## config.mk

```make
export PLATFORM = sky130hd
export DESIGN_NAME = ebc_ext_bus_ctrl
export DESIGN_NICKNAME = d
export VERILOG_FILES = /design/src/rtl/ebc_ext_bus_ctrl.v
export VERILOG_INCLUDE_DIRS = /design/src /design/src/shared
export SDC_FILE = /design/constraint.sdc
export NUM_CORES = 1
export LEC_CHECK = 0
export BUFFER_PORTS_ARGS = -buffer_cell sky130_fd_sc_hd__clkbuf_2
export CAP_MARGIN = 25
export CORE_ASPECT_RATIO = 0.5
export CORE_UTILIZATION = 45
export DETAILED_ROUTE_END_ITERATION = 10
export PLACE_DENSITY = 0.88
export SETUP_SLACK_MARGIN = 0.3
export SYNTH_ARGS = -nofsm -noshare
export SYNTH_HDL_FRONTEND = slang
export SYNTH_SLANG_ARGS = --single-unit
export TNS_END_PERCENT = 20
```

## constraint.sdc

```tcl
create_clock -name clk_in -period 4.3 [get_ports clk_in]
set_input_delay 0.86 -clock clk_in [delete_from_list [all_inputs] [get_ports clk_in]]
set_output_delay 0.86 -clock clk_in [all_outputs]
set_load 0.02 [all_outputs]
```

## src/shared/ebc_regs.vh

```
// Constants for the external bus controller: modes, fields, timing.
`ifndef EBC_REGS_VH
`define EBC_REGS_VH
// Bus mode encodings (bus_mode_in)
`define EBC_MODE_DEMUX16 2'h0
`define EBC_MODE_MUX16 2'h1
`define EBC_MODE_MUX8 2'h2
`define EBC_MODE_DEMUX8 2'h3
// Address space size encodings (addr_space_in)
`define EBC_SPACE_16M 2'h0
`define EBC_SPACE_1M 2'h1
`define EBC_SPACE_256K 2'h2
`define EBC_SPACE_64K 2'h3
// Bus configuration word fields (one 16-bit word per window)
`define EBC_CFG_CYCLE_LSB 0
`define EBC_CFG_CYCLE_MSB 3
`define EBC_CFG_TRI_LSB 4
`define EBC_CFG_TRI_MSB 5
`define EBC_CFG_ALE_LSB 6
`define EBC_CFG_ALE_MSB 7
`define EBC_CFG_RWDLY 8
`define EBC_CFG_RDYEN 9
`define EBC_CFG_RDY_LEVEL 10
`define EBC_CFG_BUSACT 11
`define EBC_CFG_CSEN 12
// Range select fields: base in bits 15..4 (4 KB units), size code 3..0
`define EBC_RSEL_SIZE_MSB 3
`define EBC_RSEL_BASE_LSB 4
// Reset value of the default configuration word
`define EBC_CFG_RESET 16'h1a0f
`endif

```

## src/rtl/ebc_ext_bus_ctrl.v

```verilog
// External bus controller: windows, chip selects, ready, hold arbitration.
// Summary of operation
// Single-chip or four external bus modes
// Demux: address port, data on data port
// Mux: one port carries address then data
// Cycle, tristate, strobe, delay are programmable
// Four windows, range plus config pairs
// Window four beats three, two beats one
// Unmatched address uses default config zero
// Five chip selects: windows plus default
// Ready enabled: wait for active ready
// Ready polarity per window config
// Arbitration off until enable bit set
// Master after reset; direction bit selects slave
// Space limit sets upper address lines
// Chip select one clock late unless early
// Other master uses bus only when granted
// Finish cycle, then float and acknowledge hold on one edge
`include "ebc_regs.vh"
`default_nettype none
module ebc_ext_bus_ctrl
(
  input wire clk_in,
  input wire rst_in,
  // Static configuration from software
  input wire ext_enable_in,
  input wire [1:0] bus_mode_in,
  input wire [1:0] addr_space_in,
  input wire cs_early_timing_in,
  input wire arbitration_enable_in,
  input wire arb_slave_select_dir_in,
  input wire [15:0] default_bus_config_in,
  input wire [63:0] window_bus_config_in,
  input wire [63:0] window_range_select_in,
  // CPU access request
  input wire req_in,
  input wire req_write_in,
  input wire [23:0] req_addr_in,
  input wire [15:0] req_wdata_in,
  output wire req_ready_out,
  output reg done_out,
  output reg [15:0] rdata_out,
  // Pins
  output reg [15:0] muxed_ad_port_out,
  output reg muxed_ad_port_oe_n_out,
  input wire [15:0] muxed_ad_port_in,
  output reg [15:0] demux_address_port_out,
  output reg [7:0] upper_addr_out,
  output reg addr_oe_n_out,
  output reg ale_out,
  output reg rd_n_out,
  output reg wr_n_out,
  output reg [4:0] chip_select_n_out,
  input wire ready_pin_in,
  input wire hold_n_in,
  output reg bus_request_n_out,
  output reg hold_ack_n_out,
  output reg hold_ack_oe_n_out,
  input wire hold_ack_n_in,
  output reg bus_granted_out
);
////////////////////////////////////////////////////////////////////////////
// Window match: base in 4 KB units, size code gives 4 KB << code
function match;
  input [15:0] rsel;
  input [23:0] addr;
  reg [11:0] mask;
  begin
    mask = 12'hfff << rsel[`EBC_RSEL_SIZE_MSB:0];
    match = ((addr[23:12] ^ rsel[15:`EBC_RSEL_BASE_LSB]) & mask) == 12'h000;
  end
endfunction
////////////////////////////////////////////////////////////////////////////
localparam ST_IDLE = 3'h0;
localparam ST_ALE = 3'h1;
localparam ST_DLY = 3'h2;
localparam ST_CMD = 3'h3;
localparam ST_TRI = 3'h4;
localparam ST_HOLD = 3'h5;
reg [2:0] state_reg; // Cycle sequencer state
reg [3:0] cnt_reg; // Phase counter
reg [15:0] cfg_reg; // Config latched for the cycle
reg [4:0] cs_sel_reg; // Chip select chosen for the cycle
reg cs_late_reg; // Chip select waiting one clock
reg write_reg; // Cycle direction
reg [23:0] addr_reg; // Cycle address
reg [15:0] wdata_reg; // Cycle write data
reg [1:0] mode_reg; // Mode for the cycle
// Two-flop synchronisers for pins
reg rdy_s1_reg, rdy_s2_reg;
reg hold_s1_reg, hold_s2_reg;
reg grant_s1_reg, grant_s2_reg;
always @(posedge clk_in or posedge rst_in)
begin
  if (rst_in)
  begin
    rdy_s1_reg <= 1'b0;
    rdy_s2_reg <= 1'b0;
    hold_s1_reg <= 1'b1;
    hold_s2_reg <= 1'b1;
    grant_s1_reg <= 1'b1;
    grant_s2_reg <= 1'b1;
  end
  else
  begin
    rdy_s1_reg <= ready_pin_in;
    rdy_s2_reg <= rdy_s1_reg;
    hold_s1_reg <= hold_n_in;
    hold_s2_reg <= hold_s1_reg;
    grant_s1_reg <= hold_ack_n_in;
    grant_s2_reg <= grant_s1_reg;
  end
end
////////////////////////////////////////////////////////////////////////////
// Window selection; later checks give priority
reg [15:0] sel_cfg;
reg [4:0] sel_cs;
integer w;
always @*
begin
  sel_cfg = default_bus_config_in;
  sel_cs = 5'h01;
  // Pair one/two then three/four: higher index wins on overlap
  for (w = 0; w < 4; w = w + 1)
  begin
    if (window_bus_config_in[16*w+`EBC_CFG_BUSACT] &&
        match(window_range_select_in[16*w +: 16], req_addr_in))
    begin
      sel_cfg = window_bus_config_in[16*w +: 16];
      sel_cs = 5'h02 << w;
    end
  end
end
// Slave mode flips hold acknowledge to an input
wire slave_mode = arb_slave_select_dir_in;
// In slave mode the master grants us the bus via hold_ack
wire want_hold = arbitration_enable_in && !slave_mode && !hold_s2_reg;
wire slave_blocked = arbitration_enable_in && slave_mode &&
  grant_s2_reg;
wire ready_active = (rdy_s2_reg == cfg_reg[`EBC_CFG_RDY_LEVEL]);
wire mux_mode = (mode_reg == `EBC_MODE_MUX16) ||
  (mode_reg == `EBC_MODE_MUX8);
wire byte_mode = (mode_reg == `EBC_MODE_MUX8) ||
  (mode_reg == `EBC_MODE_DEMUX8);
// Requests are taken only in idle with the bus free; single-chip refuses
assign req_ready_out = (state_reg == ST_IDLE) && ext_enable_in &&
  !want_hold && !slave_blocked;
////////////////////////////////////////////////////////////////////////////
// Upper address lines masked by the space limit
function [7:0] upper_mask;
  input [1:0] sp;
  begin
    case (sp)
      `EBC_SPACE_16M: upper_mask = 8'hff;
      `EBC_SPACE_1M: upper_mask = 8'h0f;
      `EBC_SPACE_256K: upper_mask = 8'h03;
      default: upper_mask = 8'h00;
    endcase
  end
endfunction
////////////////////////////////////////////////////////////////////////////
// Cycle sequencer
always @(posedge clk_in or posedge rst_in)
begin
  if (rst_in)
  begin
    state_reg <= ST_IDLE;
    cnt_reg <= 4'h0;
    cfg_reg <= `EBC_CFG_RESET;
    cs_sel_reg <= 5'h00;
    cs_late_reg <= 1'b0;
    write_reg <= 1'b0;
    addr_reg <= 24'h000000;
    wdata_reg <= 16'h0000;
    mode_reg <= 2'h0;
    done_out <= 1'b0;
    rdata_out <= 16'h0000;
    bus_granted_out <= 1'b0;
  end
  else
  begin
    done_out <= 1'b0;
    cs_late_reg <= 1'b0;
    case (state_reg)
      ST_IDLE:
      begin
        if (want_hold)
        begin
          state_reg <= ST_HOLD;
        end
        else if (req_in && req_ready_out)
        begin
          cfg_reg <= sel_cfg;
          cs_sel_reg <= sel_cfg[`EBC_CFG_CSEN] ? sel_cs : 5'h00;
          cs_late_reg <= !cs_early_timing_in;
          write_reg <= req_write_in;
          addr_reg <= req_addr_in;
          wdata_reg <= req_wdata_in;
          mode_reg <= bus_mode_in;
          cnt_reg <= {2'b00, sel_cfg[`EBC_CFG_ALE_MSB:`EBC_CFG_ALE_LSB]};
          state_reg <= ST_ALE;
        end
      end
      ST_ALE:
      begin
        // Strobe length: one cycle plus programmed extension
        if (cnt_reg == 4'h0)
        begin
          cnt_reg <= {3'b000, cfg_reg[`EBC_CFG_RWDLY]};
          state_reg <= ST_DLY;
        end
        else
          cnt_reg <= cnt_reg - 4'h1;
      end
      ST_DLY:
      begin
        if (cnt_reg == 4'h0)
        begin
          cnt_reg <= cfg_reg[`EBC_CFG_CYCLE_MSB:`EBC_CFG_CYCLE_LSB];
          state_reg <= ST_CMD;
        end
        else
          cnt_reg <= cnt_reg - 4'h1;
      end
      ST_CMD:
      begin
        // Wait states first, then ready if enabled
        if (cnt_reg != 4'h0)
          cnt_reg <= cnt_reg - 4'h1;
        // With no wait states the strobe is not on the pin yet
        else if (rd_n_out && wr_n_out)
          cnt_reg <= 4'h0;
        else if (!cfg_reg[`EBC_CFG_RDYEN] || ready_active)
        begin
          if (!write_reg)
            rdata_out <= byte_mode ? {8'h00, muxed_ad_port_in[7:0]} :
              muxed_ad_port_in;
          done_out <= 1'b1;
          cnt_reg <= {2'b00, cfg_reg[`EBC_CFG_TRI_MSB:`EBC_CFG_TRI_LSB]};
          state_reg <= ST_TRI;
        end
      end
      ST_TRI:
      begin
        // Tristate time before the next cycle may drive the port
        if (cnt_reg == 4'h0)
        begin
          cs_sel_reg <= 5'h00;
          state_reg <= ST_IDLE;
        end
        else
          cnt_reg <= cnt_reg - 4'h1;
      end
      ST_HOLD:
      begin
        // Released once hold is withdrawn or arbitration is switched off
        if (hold_s2_reg || !arbitration_enable_in)
          state_reg <= ST_IDLE;
      end
      default:
        state_reg <= ST_IDLE;
    endcase
    bus_granted_out <= (state_reg == ST_HOLD);
  end
end
////////////////////////////////////////////////////////////////////////////
// Pin drivers, registered
wire cyc = (state_reg == ST_ALE) || (state_reg == ST_DLY) ||
  (state_reg == ST_CMD);
always @(posedge clk_in or posedge rst_in)
begin
  if (rst_in)
  begin
    muxed_ad_port_out <= 16'h0000;
    muxed_ad_port_oe_n_out <= 1'b1;
    demux_address_port_out <= 16'h0000;
    upper_addr_out <= 8'h00;
    addr_oe_n_out <= 1'b1;
    ale_out <= 1'b0;
    rd_n_out <= 1'b1;
    wr_n_out <= 1'b1;
    chip_select_n_out <= 5'h1f;
    bus_request_n_out <= 1'b1;
    hold_ack_n_out <= 1'b1;
    hold_ack_oe_n_out <= 1'b0;
  end
  else
  begin
    ale_out <= (state_reg == ST_ALE);
    rd_n_out <= !((state_reg == ST_CMD) && !write_reg);
    wr_n_out <= !((state_reg == ST_CMD) && write_reg);
    // Chip select held off while the late one-clock delay runs
    if (!cs_late_reg)
      chip_select_n_out <= ~cs_sel_reg;
    if (state_reg == ST_HOLD)
    begin
      addr_oe_n_out <= 1'b1;
      muxed_ad_port_oe_n_out <= 1'b1;
    end
    else if (cyc)
    begin
      addr_oe_n_out <= 1'b0;
      upper_addr_out <= addr_reg[23:16] & upper_mask(addr_space_in);
      if (mux_mode && state_reg == ST_ALE)
      begin
        muxed_ad_port_out <= addr_reg[15:0];
        muxed_ad_port_oe_n_out <= 1'b0;
      end
      else
      begin
        demux_address_port_out <= mux_mode ? 16'h0000 : addr_reg[15:0];
        muxed_ad_port_out <= byte_mode ? {8'h00, wdata_reg[7:0]} :
          wdata_reg;
        muxed_ad_port_oe_n_out <= !write_reg;
      end
    end
    else
      muxed_ad_port_oe_n_out <= 1'b1;
    hold_ack_oe_n_out <= slave_mode;
    hold_ack_n_out <= !(state_reg == ST_HOLD);
    bus_request_n_out <= !(want_hold && state_reg == ST_HOLD);
  end
end
endmodule
`default_nettype wire

```

==> impl_metrics.yaml <==
detailed_routing:
  vias_per_cell: 5.517
  antenna_left: 0
  dr.pass1.iters: 5
  wire_per_inst_um: 17.06
  first_iter_violations: 609
  drc: 0
  finalWirelength_um: 22410
  num_vias: 7249
worst_setup_path:
  r2r_setup_slack_ps: 1530
  critPathRequiredTime_ps: 3440
  startpoint: "state_reg[2]"
  reg2reg_from: "cnt_reg[0]"
  cp-endpoint: "req_ready_out"
  critPathKind: "reg2out"
  crit_fanout: 24
  worst_setup_path_end_kind: "output port"
  arrival_ps: 2260
  worst_setup_path_start_kind: "register"
  rr_endpoint: "rdata_out[6]"
  r2r_cells: 6
clocking:
  ctsResizeCount: 0
  cts.sinks: 142
  cts_setup_buffers: 0
  cts_made_buffers: 17
  clock_path_buffers: 2
  clock_latency_ps: 410
  cts_tree: "done"
  clk_pin_slew_ps: 60
  cts_root_buf: "clkbuf_16"
  cts_hold_buf: 0
  h-tree-depth: 4
sta:
  finalCritPeriodShare: 0.7263
  fin_skew_ps: 9.910
  hold_viol_final: 0
  finalSetupTns_ps: 0
  slew_violations: 0
  layout_min_cycle_time_ps: 3123
  fmax_ghz: 0.3202
  setup_viol: 0
  holdWs_ps: 348.3
  grt_setup_unrepaired: "no"
  slew_headroom: 0.4259
  worst_slew_pin_slew_ps: 861.1
synthesis:
  synth.top_cell.area_share: 0.4046
  ys_async_sr_fraction: 1.000
  synth-seq-cells: 142
  synth_area_leaders: "dfrtp_1, nand2_1, dfstp_2"
  synth_edf_count: 0
  avgSynthCellArea_um2: 9.059
  ys_warn_count: 0
  yosysSeqAreaShare: 0.4742
  synth_area_leader_cell: "dfrtp_1"
  syn_inst: 833
  synth_cell_type_count: 65
  synth_nets: 1051
  synth_area_um2: 7546
  synth_ff_type: "dfrtp_1"
hold_path:
  hold_path.class: "reg2reg"
  hold_start: "rdy_s1_reg"
  hold_path_depth: 0
floorplanning:
  die_w_um: 185.1
  die-area_um2: 17320
  die_h_um: 93.57
  num_rows: 33
  start_util: 0.4603
  core_um2: 16390
  ioPinCount: 287
run:
  maxCapViolCount: 0
cells_and_area:
  largest_register_ffs: 24
  register_area_um2: 3578
  mostFrequentLayoutCell: "clkbuf_2"
  drive_gt1_frac: 0.3278
  fillers: 1414
  final_cell_mix: "clkbuf_2, nand2_1, dfrtp_1"
  multi_input_area_um2: 3565
  final_nets: 1291
  area_growth_pct: 27.23
global_routing:
  grt_antenna_before_repair: 1
  grtUsageTotal: 0.2557
  grt_pass1_vias: 6888
  grt_pass1_wl_um: 34230
  grt_max_degree: 54
  overflow: 0
outcome:
  outcome: "complete, no violations"
power:
  p_total_mw: 6.108
  ir_worst_vdd_v: 0.0003606
  p_leak_nw: 4.802
  power.density_nw_per_um2: 636.2
place:
  place_hpwl_um: 16570
  numPortBuffers: 270
  gp_congestion: 0.8719
-- layer usage --
layer  wire length (µm)  track usage  vias to the layer above  part of all wire
li1                   -            -                     3401                 -
met1               9204       0.3176                     3441              0.41
met2              10800       0.4261                      356              0.48
met3               1910      0.06620                       51             0.085
met4                498       0.1026                        0             0.022
met5                  0            0                        -                 0
-- synth_stat cells (3+ instances only) --
master     number
nand4b_1       11
a211oi_1        3
and3_1          3
mux2_1         10
nor2_1         30
xor2_1         18
dfstp_2        20
a2111oi_2       3
a221o_1         5
nor2b_1         3
a31oi_1        32
inv_1          37
o22ai_1         4
buf_2          20
a22oi_1        15
and4_1         12
and2_1          3
o311ai_1        9
ha_1            3
a32o_1          4
o2111ai_1      12
nor3_1          9
clkbuf_1       39
xnor2_1        32
o31ai_1        16
a21oi_1        18
dfrtp_1       122
o21ai_1        11
nand3_1        18
or3_1           4
o211ai_1        5
nand2_1       225
a22o_1         17
o21ai_0        20
-- worst min-delay path by stage --
stage	end	slack, ps
floorplan	rdy_s2_reg	330
global placement	grant_s2_reg	350
detailed placement	rdy_s2_reg	330
CTS	rdy_s2_reg	350
global route	hold_s2_reg	360
finish	rdy_s2_reg	350
-- through the flow --
step | area (µm²) | setup WS, ps | util | std cells
after floorplan | 7550 | 1679 | - | 833
after global placement | 9039 | 1137 | 0.5514 | 1281
after detailed placement | 9039 | 1036 | 0.5514 | 1281
after CTS | 9598 | 1222 | 0.5855 | 1313
after global routing | 9600 | 1061 | 0.5857 | 1314
final | 9600 | 1177 | 0.5857 | 1314
-- critical path, cell delays in order (launching register included) --
cell and delay (ps):
dfrtp_1 690, nor3_1 490, nor2b_1 270, and3_1 230, clkbuf_2 180
-- report_power, final --
part           total [mW]  internal (mW)  switching, mW
Clock                1.39          0.812          0.573
Combinational        2.45          0.897           1.55
Sequential           2.28           1.90          0.377
Total                6.11           3.61           2.50
-- logic make-up (layout without fill, tap and decap cells) --
logic type,Yosys count,after routing,synth area share
flops,142,142,0.4742
compound gates,187,187,0.1807
simple gates,340,340,0.2106
fa+ha+maj,3,3,0.004975
mux,11,11,0.01625
buf+inv,100,353,0.05521
other cells,0,1,0
xor+xnor,50,50,0.05803
-- area by class of cell --
type | count | share of cell area
clock buffers | 19 | 0.04614
multi-input cells | 591 | 0.3713
inverters | 37 | 0.01486
repair buffers | 284 | 0.1530
well taps | 227 | 0.02958
flip-flops and latches | 142 | 0.3727
diodes | 1 | 0.0002607
clock inverters | 13 | 0.01212
Power figures use the tool's default switching activity.
